$ cat src/include/flash_prot_defines.svh
// Constants of the sector protection controller: command codes,
// address windows, sector masks and timing figures.
// Assumes one 19-bit word address bus and a 100 MHz system clock.
`ifndef FLASH_PROT_DEFINES_SVH
`define FLASH_PROT_DEFINES_SVH
`define CMD_PGM 8'hA0
`define CMD_SECT_ERS 8'h30
`define CMD_CHIP_ERS 8'h10
`define CMD_OTP_ENTRY 8'h88
`define CMD_OTP_EXIT 8'h90
`define CMD_DYN_WR 8'h48
`define CMD_DYN_VFY 8'h58
`define CMD_PERS_PGM 8'h68
`define CMD_PERS_ERS 8'h60
`define CMD_PERS_VFY 8'h6A
`define CMD_LOCK_SET 8'h78
`define CMD_LOCK_VFY 8'h7A
`define CMD_PW_PGM 8'h38
`define CMD_PW_VFY 8'hC8
`define CMD_PW_UNLOCK 8'h28
`define CMD_OTP_PROT 8'h8A
`define CMD_UB_ENTRY 8'h20
`define CMD_UB_PGM 8'hA8
`define CMD_CFI 8'h98
`define CMD_ACC_PGM 8'hA2
`define CMD_SUSPEND 8'hB0
`define CMD_RESUME 8'h3A
`define ARG_BIT 8
`define OTP00_LO 19'h00000
`define OTP00_HI 19'h0003F
`define OTP01_LO 19'h7FFC0
`define OTP01_HI 19'h7FFFF
`define INV00_LO 19'h00040
`define INV00_HI 19'h007FF
`define INV01_LO 19'h7F800
`define INV01_HI 19'h7FFBF
`define SECT_COUNT 46
`define TAG_LOW 5'h00
`define TAG_TOP 5'h1F
`define SECT_TOP_FIRST 6'h26
`define SECT_MID_OFS 6'h07
`define BANK_SMALL_00 2'h0
`define BANK_SMALL_01 2'h3
`define WP_MASK_00 46'h3000_0000_0000
`define WP_MASK_01 46'h0000_0000_0003
`define OVL_MASK_00 46'h0000_0000_0001
`define OVL_MASK_01 46'h2000_0000_0000
`define INVALID_DATA 32'hFFFF_FFFF
`define CLK_PERIOD_NS 10
`define T_PROT_PGM_NS 1000
`define T_PROT_ERS_NS 50000
`define T_PW_CHECK_NS 2000
`define T_NV_OP_NS 1000
`endif

$ cat src/include/flash_prot_pkg.sv
// Types shared by the sector protection controller files.
// Assumes nothing of its surroundings.
package flash_prot_pkg;
    typedef struct packed {
        logic ce_n;
        logic we_n;
        logic oe_n;
        logic wp_n;
        logic vcc_low;
    } pins_t;
    typedef struct packed {
        logic pgm;
        logic otp_pgm;
        logic ers;
        logic suspend;
        logic resume;
    } grant_t;
    typedef enum logic [1:0] {RD_ARRAY, RD_OTP, RD_INVALID, RD_STATUS} rd_sel_t;
    typedef enum logic [1:0] {ST_IDLE, ST_POLL, ST_NV_BUSY} state_t;
    typedef enum logic [1:0] {NV_UNLOCK, NV_PERS_PGM, NV_PERS_ERS, NV_PW_PGM} nv_op_t;
endpackage

$ cat src/logic/flash_sector_protect_ctrl.sv
// Sector protection and access control of a dual-bank flash.
// Assumes bus pins and the supply detector are asynchronous and that
// the array, read mux and nonvolatile mode bit share sys_clk.
//
// Summary of operation
// - Write-protect low blocks two outermost sectors
// - Outer sectors still obey their protection bits
// - Password private; verify hidden once mode locked
// - Entry maps otp region by ordering option
// - Rest of overlaid sector reads invalid
// - Lock operations: otp hidden, small bank status
// - Overlaid sector dynamic bit write ignored
// - Overlaid sector dynamic bit verify invalid
// - Bypass, query, accelerate, suspend, resume ignored
// - Sector erase never erases otp region
// - Chip erase spares overlaid sector
// - Entry allowed in suspend; resume blocked
// - Protection bit set forbids otp programming
// - Volatile lock set after reset, password mode
// - Only matching unlock clears lock, password mode
// - Reset or lock-set command sets lock, password mode
// - Persistent mode: reset clears, command sets
// - Persistent mode ignores password unlock
// - Low supply rejects writes and resets logic
// - Write needs select, strobe low, output high
// - No command on power-up write edge
// - Dynamic bit decides when persistent bit clear
// - Program or sector erase on protected sector polls, changes nothing
// - Unlock compare delayed; mismatch changes nothing
`timescale 1ns/100ps
`default_nettype none
`include "flash_prot_defines.svh"
module flash_sector_protect_ctrl #(
    parameter int ERS_POLL_CYC =
        (`T_PROT_ERS_NS + `CLK_PERIOD_NS - 1) / `CLK_PERIOD_NS
) (
    // Clock and reset
    input wire logic sys_clk,
    input wire logic rst,
    // Flash bus pins, asynchronous
    input wire logic ce_n,
    input wire logic we_n,
    input wire logic oe_n,
    input wire logic wp_n,
    input wire logic [18:0] addr,
    input wire logic [31:0] data,
    // Supply detector, asynchronous
    input wire logic lockout_voltage_low,
    // Configuration, same clock
    input wire logic opt01,
    input wire logic pw_mode_locked,
    // Array control
    output var flash_prot_pkg::grant_t grant_r,
    output logic [`SECT_COUNT-1:0] ers_mask_r,
    output logic [18:0] op_addr_r,
    output logic [31:0] op_data_r,
    // Read path
    output var flash_prot_pkg::rd_sel_t rd_sel_r,
    output logic [31:0] verify_data_r,
    output logic verify_valid_r,
    // Status
    output logic busy_r,
    output logic persistent_bit_lock_r,
    output logic otp_enabled_r,
    output logic suspended_r
);
    localparam int PGM_POLL_CYC =
        (`T_PROT_PGM_NS + `CLK_PERIOD_NS - 1) / `CLK_PERIOD_NS;
    localparam int PW_CHECK_CYC =
        (`T_PW_CHECK_NS + `CLK_PERIOD_NS - 1) / `CLK_PERIOD_NS;
    localparam int NV_OP_CYC =
        (`T_NV_OP_NS + `CLK_PERIOD_NS - 1) / `CLK_PERIOD_NS;

    flash_prot_pkg::pins_t pin_s;
    logic [18:0] addr_s;
    logic [31:0] data_s;
    // Address and data are synchronised too; they are stable around
    // the strobe edge, so skew between bits does no harm.
    sync2 #(.WIDTH(56)) u_sync (
        .sys_clk(sys_clk),
        .rst(rst),
        .d({ce_n, we_n, oe_n, wp_n, lockout_voltage_low, addr, data}),
        .q({pin_s, addr_s, data_s})
    );

    flash_prot_pkg::state_t state_r, state_nxt;
    flash_prot_pkg::nv_op_t nv_op_r, nv_op_nxt;
    logic wr_prev_r, armed_r, init_r, match_r, poll_small_r, otp_prot_r;
    logic [1:0] settle_r;
    logic [5:0] nv_sect_r;
    logic nv_half_r;
    logic [31:0] nv_data_r, try_lo_r;
    logic [31:0] pw_r [2];
    logic [`SECT_COUNT-1:0] pers_r, dyn_r;

    function automatic logic [5:0] sect_of(input logic [18:0] a);
        if (a[18:14] == `TAG_LOW) begin
            sect_of = {3'h0, a[13:11]};
        end else if (a[18:14] == `TAG_TOP) begin
            sect_of = `SECT_TOP_FIRST + {3'h0, a[13:11]};
        end else begin
            sect_of = {1'b0, a[18:14]} + `SECT_MID_OFS;
        end
    endfunction

    wire vcc_low = pin_s.vcc_low;
    wire wr_level = !pin_s.ce_n && !pin_s.we_n && pin_s.oe_n;
    wire take = wr_prev_r && pin_s.we_n && armed_r && !vcc_low;
    wire idle = state_r == flash_prot_pkg::ST_IDLE;
    wire acc = take && idle;
    wire [7:0] op = data_s[7:0];
    wire arg = data_s[`ARG_BIT];

    wire [5:0] cmd_sect = sect_of(addr_s);
    wire [`SECT_COUNT-1:0] onehot = `SECT_COUNT'(1) << cmd_sect;
    wire [`SECT_COUNT-1:0] ovl_mask = opt01 ? `OVL_MASK_01 : `OVL_MASK_00;
    wire [`SECT_COUNT-1:0] wp_mask = pin_s.wp_n ? '0 :
        (opt01 ? `WP_MASK_01 : `WP_MASK_00);
    wire in_otp = opt01 ? (addr_s >= `OTP01_LO && addr_s <= `OTP01_HI)
                        : (addr_s <= `OTP00_HI);
    wire in_inv = opt01 ? (addr_s >= `INV01_LO && addr_s <= `INV01_HI)
                        : (addr_s >= `INV00_LO && addr_s <= `INV00_HI);
    wire small_bank = addr_s[18:17] ==
        (opt01 ? `BANK_SMALL_01 : `BANK_SMALL_00);
    wire ovl_hit = otp_enabled_r && ((onehot & ovl_mask) != '0);
    wire otp_hit = otp_enabled_r && in_otp;
    // dynamic bit used when persistent clear
    wire sect_prot = (onehot & (pers_r | dyn_r)) != '0;
    wire wp_block = (onehot & wp_mask) != '0;
    wire pe_blocked = sect_prot || wp_block;

    wire banned = otp_enabled_r && (op == `CMD_UB_ENTRY ||
        op == `CMD_UB_PGM || op == `CMD_CFI || op == `CMD_ACC_PGM ||
        op == `CMD_SUSPEND || op == `CMD_RESUME);
    wire ok = acc && !banned;
    wire is_pgm = ok && op == `CMD_PGM;
    wire is_sers = ok && op == `CMD_SECT_ERS;
    wire is_cers = ok && op == `CMD_CHIP_ERS;
    wire is_lock_set = ok && op == `CMD_LOCK_SET;
    wire is_unlock = ok && op == `CMD_PW_UNLOCK;

    wire pgm_ok = is_pgm && !otp_hit && !pe_blocked;
    wire pgm_prot = is_pgm && !otp_hit && pe_blocked;
    wire otp_pgm_ok = is_pgm && otp_hit && !otp_prot_r;
    wire sers_ok = is_sers && !pe_blocked && !ovl_hit;
    wire sers_prot = is_sers && pe_blocked && !ovl_hit;
    wire [`SECT_COUNT-1:0] chip_mask = ~(pers_r | dyn_r | wp_mask |
        (otp_enabled_r ? ovl_mask : '0));
    wire cers_ok = is_cers && chip_mask != '0;
    wire poll_go = pgm_prot || sers_prot;
    wire pers_pgm_go = ok && op == `CMD_PERS_PGM && !persistent_bit_lock_r;
    wire pers_ers_go = ok && op == `CMD_PERS_ERS && !persistent_bit_lock_r;
    wire pw_pgm_go = ok && op == `CMD_PW_PGM && !pw_mode_locked;
    wire unlock_go = is_unlock && pw_mode_locked && addr_s[0];
    wire unlock_lo = is_unlock && pw_mode_locked && !addr_s[0];
    wire nv_go = pers_pgm_go || pers_ers_go || pw_pgm_go || unlock_go;
    wire suspend_ok = ok && op == `CMD_SUSPEND;
    wire resume_ok = ok && op == `CMD_RESUME && suspended_r;

    logic tmr_done;
    wire tmr_start = poll_go || nv_go;
    wire [15:0] tmr_load = pgm_prot ? 16'(PGM_POLL_CYC) :
        sers_prot ? 16'(ERS_POLL_CYC) :
        unlock_go ? 16'(PW_CHECK_CYC) : 16'(NV_OP_CYC);
    cycle_timer #(.WIDTH(16)) u_tmr (
        .sys_clk(sys_clk),
        .rst(rst),
        .start(tmr_start),
        .clear(vcc_low),
        .load(tmr_load),
        .done(tmr_done)
    );
    wire nv_done = state_r == flash_prot_pkg::ST_NV_BUSY && tmr_done;
    wire unlock_ok = nv_done && nv_op_r == flash_prot_pkg::NV_UNLOCK &&
        match_r;

    always_comb begin
        state_nxt = state_r;
        unique case (state_r)
            flash_prot_pkg::ST_IDLE: begin
                if (poll_go) begin
                    state_nxt = flash_prot_pkg::ST_POLL;
                end else if (nv_go) begin
                    state_nxt = flash_prot_pkg::ST_NV_BUSY;
                end
            end
            flash_prot_pkg::ST_POLL,
            flash_prot_pkg::ST_NV_BUSY: begin
                if (tmr_done) begin
                    state_nxt = flash_prot_pkg::ST_IDLE;
                end
            end
            default: state_nxt = flash_prot_pkg::ST_IDLE;
        endcase
        if (vcc_low) begin
            state_nxt = flash_prot_pkg::ST_IDLE;
        end
    end

    assign nv_op_nxt = unlock_go ? flash_prot_pkg::NV_UNLOCK :
        pers_pgm_go ? flash_prot_pkg::NV_PERS_PGM :
        pers_ers_go ? flash_prot_pkg::NV_PERS_ERS :
        flash_prot_pkg::NV_PW_PGM;

    always_ff @(posedge sys_clk or posedge rst) begin
        if (rst) begin
            state_r <= flash_prot_pkg::ST_IDLE;
            busy_r <= 1'b0;
            wr_prev_r <= 1'b0;
            armed_r <= 1'b0;
            settle_r <= 2'h0;
            init_r <= 1'b1;
        end else begin
            state_r <= state_nxt;
            busy_r <= state_nxt != flash_prot_pkg::ST_IDLE;
            wr_prev_r <= wr_level;
            // Synced pins show reset zeros for two edges; do not arm on them
            settle_r <= {settle_r[0], 1'b1};
            armed_r <= !vcc_low && settle_r[1] && (armed_r || !wr_level);
            init_r <= 1'b0;
        end
    end

    always_ff @(posedge sys_clk or posedge rst) begin
        if (rst) begin
            nv_op_r <= flash_prot_pkg::NV_UNLOCK;
            nv_sect_r <= 6'h00;
            nv_half_r <= 1'b0;
            nv_data_r <= 32'h0000_0000;
            match_r <= 1'b0;
            poll_small_r <= 1'b0;
        end else if (tmr_start) begin
            nv_op_r <= nv_op_nxt;
            nv_sect_r <= cmd_sect;
            nv_half_r <= addr_s[0];
            nv_data_r <= data_s;
            // Low byte of each word carries the command code
            match_r <= {data_s[31:8], try_lo_r[31:8]} ==
                {pw_r[1][31:8], pw_r[0][31:8]};
            poll_small_r <= small_bank;
        end
    end

    always_ff @(posedge sys_clk or posedge rst) begin
        if (rst) begin
            pw_r[0] <= 32'h0000_0000;
            pw_r[1] <= 32'h0000_0000;
            try_lo_r <= 32'h0000_0000;
        end else begin
            if (nv_done && nv_op_r == flash_prot_pkg::NV_PW_PGM) begin
                pw_r[nv_half_r] <= nv_data_r;
            end
            if (unlock_lo) begin
                try_lo_r <= data_s;
            end
        end
    end

    wire dyn_wr = ok && op == `CMD_DYN_WR && !ovl_hit;
    always_ff @(posedge sys_clk or posedge rst) begin
        if (rst) begin
            dyn_r <= '0;
            pers_r <= '0;
            otp_prot_r <= 1'b0;
        end else begin
            if (dyn_wr) begin
                dyn_r[cmd_sect] <= arg;
            end
            if (nv_done && nv_op_r == flash_prot_pkg::NV_PERS_ERS) begin
                pers_r <= '0;
            end else if (nv_done && nv_op_r == flash_prot_pkg::NV_PERS_PGM) begin
                pers_r[nv_sect_r] <= 1'b1;
            end
            if (ok && op == `CMD_OTP_PROT) begin
                otp_prot_r <= 1'b1;
            end
        end
    end

    always_ff @(posedge sys_clk or posedge rst) begin
        if (rst) begin
            persistent_bit_lock_r <= 1'b1;
        end else if (init_r || vcc_low) begin
            persistent_bit_lock_r <= pw_mode_locked;
        end else if (is_lock_set) begin
            persistent_bit_lock_r <= 1'b1;
        end else if (unlock_ok) begin
            persistent_bit_lock_r <= 1'b0;
        end
    end

    // entry kept apart from suspend state
    always_ff @(posedge sys_clk or posedge rst) begin
        if (rst) begin
            otp_enabled_r <= 1'b0;
            suspended_r <= 1'b0;
        end else if (vcc_low) begin
            otp_enabled_r <= 1'b0;
            suspended_r <= 1'b0;
        end else begin
            if (acc && op == `CMD_OTP_ENTRY) begin
                otp_enabled_r <= 1'b1;
            end else if (acc && op == `CMD_OTP_EXIT) begin
                otp_enabled_r <= 1'b0;
            end
            if (suspend_ok) begin
                suspended_r <= 1'b1;
            end else if (resume_ok) begin
                suspended_r <= 1'b0;
            end
        end
    end

    always_ff @(posedge sys_clk or posedge rst) begin
        if (rst) begin
            grant_r <= '0;
            ers_mask_r <= '0;
            op_addr_r <= 19'h00000;
            op_data_r <= 32'h0000_0000;
        end else begin
            grant_r <= '{pgm: pgm_ok, otp_pgm: otp_pgm_ok,
                ers: sers_ok || cers_ok, suspend: suspend_ok,
                resume: resume_ok};
            if (acc) begin
                ers_mask_r <= is_cers ? chip_mask : onehot;
                op_addr_r <= addr_s;
                op_data_r <= data_s;
            end
        end
    end

    wire is_vfy = ok && (op == `CMD_LOCK_VFY || op == `CMD_DYN_VFY ||
        op == `CMD_PERS_VFY || op == `CMD_PW_VFY);
    wire [31:0] vfy_nxt =
        op == `CMD_LOCK_VFY ? {31'h0000_0000, persistent_bit_lock_r} :
        op == `CMD_PERS_VFY ? {31'h0000_0000, pers_r[cmd_sect]} :
        op == `CMD_PW_VFY ? (pw_mode_locked ? 32'h0000_0000 :
            pw_r[addr_s[0]]) :
        ovl_hit ? `INVALID_DATA : {31'h0000_0000, dyn_r[cmd_sect]};
    always_ff @(posedge sys_clk or posedge rst) begin
        if (rst) begin
            verify_data_r <= 32'h0000_0000;
            verify_valid_r <= 1'b0;
        end else begin
            verify_valid_r <= is_vfy;
            if (is_vfy) begin
                verify_data_r <= vfy_nxt;
            end
        end
    end

    // lock ops: status in small bank, otp hidden; polling: status in the polled bank
    wire nv_busy = state_r == flash_prot_pkg::ST_NV_BUSY;
    wire rd_status = (nv_busy && small_bank) ||
        (state_r == flash_prot_pkg::ST_POLL && small_bank == poll_small_r);
    wire rd_inv = otp_enabled_r && (in_inv || (in_otp && nv_busy));
    wire flash_prot_pkg::rd_sel_t rd_nxt =
        rd_status ? flash_prot_pkg::RD_STATUS :
        rd_inv ? flash_prot_pkg::RD_INVALID :
        otp_hit ? flash_prot_pkg::RD_OTP : flash_prot_pkg::RD_ARRAY;
    always_ff @(posedge sys_clk or posedge rst) begin
        if (rst) begin
            rd_sel_r <= flash_prot_pkg::RD_ARRAY;
        end else begin
            rd_sel_r <= rd_nxt;
        end
    end

    AST_WP_BLOCK: assert property (@(posedge sys_clk) disable iff (rst)
        (acc && op == `CMD_PGM && wp_block) |=> !grant_r.pgm)
        else $error("program granted on pin-protected sector");
    AST_PROT_POLL: assert property (@(posedge sys_clk) disable iff (rst)
        (pgm_prot && !vcc_low) |-> ##PGM_POLL_CYC busy_r ##1 !busy_r)
        else $error("protected program poll length wrong");
    AST_BIT_PROT: assert property (@(posedge sys_clk) disable iff (rst)
        (is_pgm && !otp_hit && sect_prot) |=> !grant_r.pgm && busy_r)
        else $error("program granted on protected sector");
    AST_OTP_MAP: assert property (@(posedge sys_clk) disable iff (rst)
        (otp_hit && idle && !take) |=> rd_sel_r == flash_prot_pkg::RD_OTP)
        else $error("otp window not mapped");
    AST_INVALID: assert property (@(posedge sys_clk) disable iff (rst)
        (otp_enabled_r && in_inv && !rd_status)
        |=> rd_sel_r == flash_prot_pkg::RD_INVALID)
        else $error("overlaid remainder not invalid");
    AST_STATUS: assert property (@(posedge sys_clk) disable iff (rst)
        (nv_busy && small_bank) |=> rd_sel_r == flash_prot_pkg::RD_STATUS)
        else $error("small bank not showing status");
    AST_DYN_HOLD: assert property (@(posedge sys_clk) disable iff (rst)
        (ok && op == `CMD_DYN_WR && ovl_hit) |=> dyn_r == $past(dyn_r))
        else $error("overlaid dynamic bit changed");
    AST_RESUME: assert property (@(posedge sys_clk) disable iff (rst)
        (take && otp_enabled_r && op == `CMD_RESUME)
        |=> !grant_r.resume && $stable(suspended_r))
        else $error("resume accepted while otp mapped");
    AST_LOCK_SET: assert property (@(posedge sys_clk) disable iff (rst)
        (is_lock_set && !init_r) |=> persistent_bit_lock_r)
        else $error("lock-set did not set lock");
    AST_PW_IGNORE: assert property (@(posedge sys_clk) disable iff (rst)
        (is_unlock && !pw_mode_locked) |=> !busy_r && !nv_busy)
        else $error("unlock acted in persistent mode");
    AST_LOW_VCC: assert property (@(posedge sys_clk) disable iff (rst)
        vcc_low |=> !busy_r && !otp_enabled_r && grant_r == '0)
        else $error("low supply did not reset control");
endmodule // flash_sector_protect_ctrl
`default_nettype wire

$ cat src/logic/sync2.sv
// Two flip-flop synchroniser for a group of asynchronous inputs.
// Assumes each bit is stable long enough to be caught twice.
`timescale 1ns/100ps
`default_nettype none
module sync2 #(
    parameter int WIDTH = 1
) (
    // Clock and reset
    input wire logic sys_clk,
    input wire logic rst,
    // Data
    input wire logic [WIDTH-1:0] d,
    output logic [WIDTH-1:0] q
);
    logic [WIDTH-1:0] meta_r;
    always_ff @(posedge sys_clk or posedge rst) begin
        if (rst) begin
            meta_r <= '0;
            q <= '0;
        end else begin
            meta_r <= d;
            q <= meta_r;
        end
    end
endmodule // sync2
`default_nettype wire

$ cat src/logic/cycle_timer.sv
// Down counter that flags the last cycle of a loaded interval.
// Assumes start and clear come from logic on the same clock.
`timescale 1ns/100ps
`default_nettype none
module cycle_timer #(
    parameter int WIDTH = 16
) (
    // Clock and reset
    input wire logic sys_clk,
    input wire logic rst,
    // Control
    input wire logic start,
    input wire logic clear,
    input wire logic [WIDTH-1:0] load,
    // Status
    output logic done
);
    logic [WIDTH-1:0] cnt_r;
    assign done = (cnt_r == WIDTH'(1)) && !start && !clear;
    always_ff @(posedge sys_clk or posedge rst) begin
        if (rst) begin
            cnt_r <= '0;
        end else if (clear) begin
            cnt_r <= '0;
        end else if (start) begin
            cnt_r <= load;
        end else if (cnt_r != '0) begin
            cnt_r <= cnt_r - WIDTH'(1);
        end
    end
endmodule // cycle_timer
`default_nettype wire

$ cat config.mk
export PLATFORM = sky130hd
export DESIGN_NAME = flash_sector_protect_ctrl
export DESIGN_NICKNAME = d
export VERILOG_FILES = /design/src/include/flash_prot_pkg.sv /design/src/logic/flash_sector_protect_ctrl.sv /design/src/logic/sync2.sv /design/src/logic/cycle_timer.sv
export VERILOG_INCLUDE_DIRS = /design/src /design/src/include
export SDC_FILE = /design/constraint.sdc
export NUM_CORES = 1
export LEC_CHECK = 0
export BUFFER_PORTS_ARGS = -buffer_cell sky130_fd_sc_hd__buf_2
export CAP_MARGIN = 30
export CORE_MARGIN = 2
export CORE_UTILIZATION = 60
export DETAILED_ROUTE_END_ITERATION = 7
export PLACE_DENSITY = 0.86
export SLEW_MARGIN = 20
export SYNTH_ARGS = -nofsm -noshare
export SYNTH_HDL_FRONTEND = slang
export SYNTH_SLANG_ARGS = --single-unit
$ cat constraint.sdc
create_clock -name sys_clk -period 29.9 [get_ports sys_clk]
set_input_delay 1.495 -clock sys_clk [delete_from_list [all_inputs] [get_ports sys_clk]]
set_output_delay 1.495 -clock sys_clk [all_outputs]
set_load 0.03 [all_outputs]
==> results by group <==
Run status
  • Result of the run: completed

Power
  • P_int: 1.10 mW
  • Post-route total power: 1.50 mW
  • Pwr per Cell Area: 59.4 nW/um2
  • Combinational Power Share: 10.5%
  • Peak supply drop: 0.0000518 V
  • Sequential share of power: slightly below 50%
  • Static leakage: ~12 nW
  • Switching power: 396 uW
  • Proportion of power drawn by the clock network: 41.4%
  • Switching power as a share of total power: a little over a quarter

Logic synthesis
  • Sequential element share of the synthesized area: 56.2%
  • Number of synthesized flops with an enable pin: 0
  • Share of the synthesized area in the top cell type: approximately 56%
  • Dominant cells by area after synthesis: dfrtp_1 (56%), mux2_2 (7.2%), nand2_1 (5.5%)
  • Async SR Flop Fraction: 100%
  • Number of distinct standard cells referenced by the synthesized netlist: between 80 and 90
  • Mapped Cells: 2,106
  • Library cell with the highest instance count after synthesis: dfrtp_1
  • Number of flip-flops and latches in the synthesized netlist: 500
  • Top cells by count, synth: dfrtp_1 (498), nand2_1 (324), nor2_1 (163)
  • Summed instance area of the synthesized netlist: 22,300 um2
  • Average footprint of a synthesized cell: ~11 um2
  • Dominant register cell in the synthesized netlist: dfrtp_1
  • Synth area leader: dfrtp_1
  • Net Count, Synth: 2,177
  • Count of warnings emitted by yosys: 0

STA
  • Post-layout min period: about 5.4 ns
  • Unrepaired setup endpoints after global routing: no
  • Share of the cycle needed by the critical path after routing: approximately 18%
  • Highest achievable clock rate: 0.187 GHz
  • Final hold violation count: 0
  • Final worst hold slack: 0.345 ns
  • Worst relative slew slack: 32.5%
  • Clock Skews: 0.0362 ns
  • Number of failing setup endpoints in the final timing report: 0
  • Max-slew violation count: 0
  • Transition time of the tightest slew-check pin: 1.01 ns
  • Accumulated negative setup slack: 0 ns

Critical path
  • Cell-by-cell listing of the critical path: inv_1, ha_1, or4b_4, nand2_1, a21oi_2, buf_4, nand3_1, nor3_1, a2111o_1, nor4_4, a31o_4, nor4b_4, buf_4, mux2_1
  • Buffering stage count on the worst path with inverters included: 3
  • Arrival @ worst endpoint: 5.85 ns
  • Crit-path max FO: 32
  • Critical Path Slowest Stage Cell: or4b_4
  • Data required time at the worst endpoint: about 30 ns
  • Slowest Stage Delay on Critical Path: around 0.52 ns
  • Kind of critical path: flip-flop to flip-flop
  • Worst setup SP type: flip-flop
  • Crit. End Element: flip-flop
  • Most repeated library cell on the critical path: buf_4
  • CP delay by family, top: simple AND/OR/NAND/NOR gates
  • Worst reg2reg setup slack: ~25 ns

Layout
  • Synth-to-layout area growth: 13.4%
  • Fin nets: 2,334
  • Total inserted antenna cells: 0
  • Share of cells above drive strength 1: 21.2%

GRT
  • Global-route wire length before repair: between 100,000 and 150,000 um
  • Via count of the first global-routing pass: between 15,000 and 20,000
  • Global-route track usage on met3: approximately 5.5%
  • Met2 track utilization from global routing: 56.6%
  • Largest net degree at the start of global routing: ~120
  • Total routing resource utilization after global routing: 34.8%
  • Total congestion overflow after global routing: 0
  • Global-route met1 utilization: a little under half
  • GRT Max-Usage Layer: met2
  • Number of antenna violations at the first check in global routing: 0

Drt
  • Detailed-router iteration count before antenna repair: 5
  • Average wire length per cell after detail routing: 24.0 um
  • Vias per cell: 6.36
  • Overall routed net length: 66,400 um
  • Total via count in the routed design: 17,600
  • Iteration-0 DRC count of the detailed router: 1,497
  • Post-detailed-route count of antenna-violating nets: 0
  • Post-route DRC: 0

Clocking
  • CTS Buf Count: 49
  • CTS HTree Levels: 2
  • CTS tree: done
  • Count of hold buffers inserted by post-cts repair: 0
  • Buffers from clock root to sink, at most: 3
  • Number of clock sinks seen by CTS: 500
  • Clock network latency to the later pin of the worst-skew pair: 0.62 ns
  • Clock-pin slew on the worst setup and hold paths: around 0.07 ns
  • Resize count post-CTS: 0
  • Number of buffers added for setup after CTS: 0
  • Clk root buf: clkbuf_16

Floorplan
  • Floorplan die area: roughly 39,000 um2
  • Initial Util: between 60 and 70%
  • Die X-Extent: 197 um
  • Top-level I/O count: 201
  • Area inside the core boundary: 36,600 um2
  • Number of placement rows: 70
  • Height of the die: 197 um

Place
  • Number of buffer cells added on primary ports: 200
  • Estimated wirelength of the detail-placed design: ~45,000 um
  • Gp weighted congestion: 0.961

Hold path
  • Hold/Removal Path Class: flip-flop to flip-flop

Flow run
  • Total of max-cap violations: 0
## metal layers
layer  vias to the layer above  wire length [um]
met5                         -                 0
met4                         0              2510
met3                       175              4750
met2                       852             31800
met1                      8846             27300
li1                       7721                 -
## cell families after synthesis
logic type      count (synthesis)  synth area share [%]
other cells                     2                0.0337
flops                         500                  56.2
xor+xnor                       64                  2.52
compound gates                374                  10.1
mux                           221                  11.1
fa+ha+maj                      11                 0.618
buf+inv                       156                  3.06
simple gates                  778                  16.4
## registers in the layout, summed over array words and instances (netlist names), 32 cells and up
name	cells
pw_r	64
u_sync.meta_r	56
u_sync.q	56
dyn_r	46
ers_mask_r	46
pers_r	46
nv_data_r	32
op_data_r	32
verify_data_r	32
## worst register-to-register path, cell delays in order (launching register included)
cell and delay [ns]:
dfrtp_1 0.50, inv_1 0.15, ha_1 0.28, or4b_4 0.52, nand2_1 0.17, a21oi_2 0.07
buf_4 0.26, nand3_1 0.50, nor3_1 0.12, a2111o_1 0.45, nor4_4 0.51, a31o_4 0.52
nor4b_4 0.29, buf_4 0.48, mux2_1 0.42
## final timing paths
path	startpoint	endpoint	cells after the start
worst max register to register	u_sync.q[46]$_DFF_PP0_	pw_r[17]$_DFFE_PP0P_	14
max in group asynchronous	rst	u_sync.q[18]$_DFF_PP0_	4
min in group asynchronous	rst	u_tmr.cnt_r[11]$_DFFE_PP0P_	2
worst min-delay path	u_sync.meta_r[43]$_DFF_PP0_	u_sync.q[43]$_DFF_PP0_	0
worst max-delay path	u_sync.q[46]$_DFF_PP0_	pw_r[17]$_DFFE_PP0P_	14
worst min register to register	u_sync.meta_r[43]$_DFF_PP0_	u_sync.q[43]$_DFF_PP0_	0
## placed cells by master, fill, tap and decap left out, types with 5 or more instances in the layout
| master | netlist | final |
|---|---|---|
| a2111oi_0 | 5 | 5 |
| a211oi_1 | 7 | 7 |
| a21oi_1 | 144 | 144 |
| a221o_1 | 5 | 5 |
| a22oi_1 | 6 | 6 |
| a2bb2oi_1 | 5 | 5 |
| a31oi_1 | 6 | 5 |
| and2_1 | 6 | 6 |
| and3_1 | 7 | 7 |
| buf_2 | 13 | 201 |
| buf_4 | 5 | 28 |
| clkbuf_1 | 93 | 12 |
| clkbuf_16 | 0 | 49 |
| clkbuf_8 | 0 | 11 |
| clkinv_2 | 0 | 6 |
| dfrtp_1 | 498 | 498 |
| ha_1 | 11 | 11 |
| inv_1 | 28 | 27 |
| mux2_1 | 60 | 60 |
| mux2_2 | 143 | 143 |
| mux2i_1 | 18 | 18 |
| nand2_1 | 324 | 324 |
| nand2b_1 | 17 | 17 |
| nand3_1 | 22 | 22 |
| nand3b_1 | 10 | 10 |
| nand4_1 | 26 | 26 |
| nor2_1 | 163 | 160 |
| nor2b_1 | 5 | 5 |
| nor3_1 | 110 | 110 |
| nor4_1 | 33 | 33 |
| o211ai_1 | 5 | 5 |
| o21ai_0 | 114 | 114 |
| o221ai_1 | 7 | 7 |
| o22ai_1 | 12 | 12 |
| or3_1 | 14 | 14 |
| or4_1 | 7 | 7 |
| xnor2_1 | 56 | 56 |
| xor2_1 | 8 | 8 |
## power groups by stage
stage          logic [mW]  registers (mW)  clock network [mW]
4_1_cts             0.154           0.721               0.629
3_5_place_dp        0.152           0.732                   0
2_1_floorplan      0.0872           0.748                   0
3_3_place_gp        0.148           0.731                   0
6_report            0.157           0.722               0.621
5_1_grt             0.171           0.724               0.656
## cell type report
class	count	area, um2
Inverter	28	113
Tap cell	468	586
Clock buffer	72	1420
Sequential cell	500	12500
Clock inverter	13	194
Multi-Input combinational cell	1450	9100
Timing Repair Buffer	234	1330
Fill cell	2574	11400
## metrics by stage
step           cell area (um2)  setup WS (ns)  std cells  util [%]
3_3_place_gp             23500          24.68       2675      64.3
3_5_place_dp             23600          24.63       2677      64.3
6_report                 25300          24.54       2765      69.0
4_1_cts                  25200          24.61       2762      68.7
2_1_floorplan            22300          14.45       2106         -
5_1_grt                  25300          24.25       2765      69.0
Power figures use the tool's default switching activity.
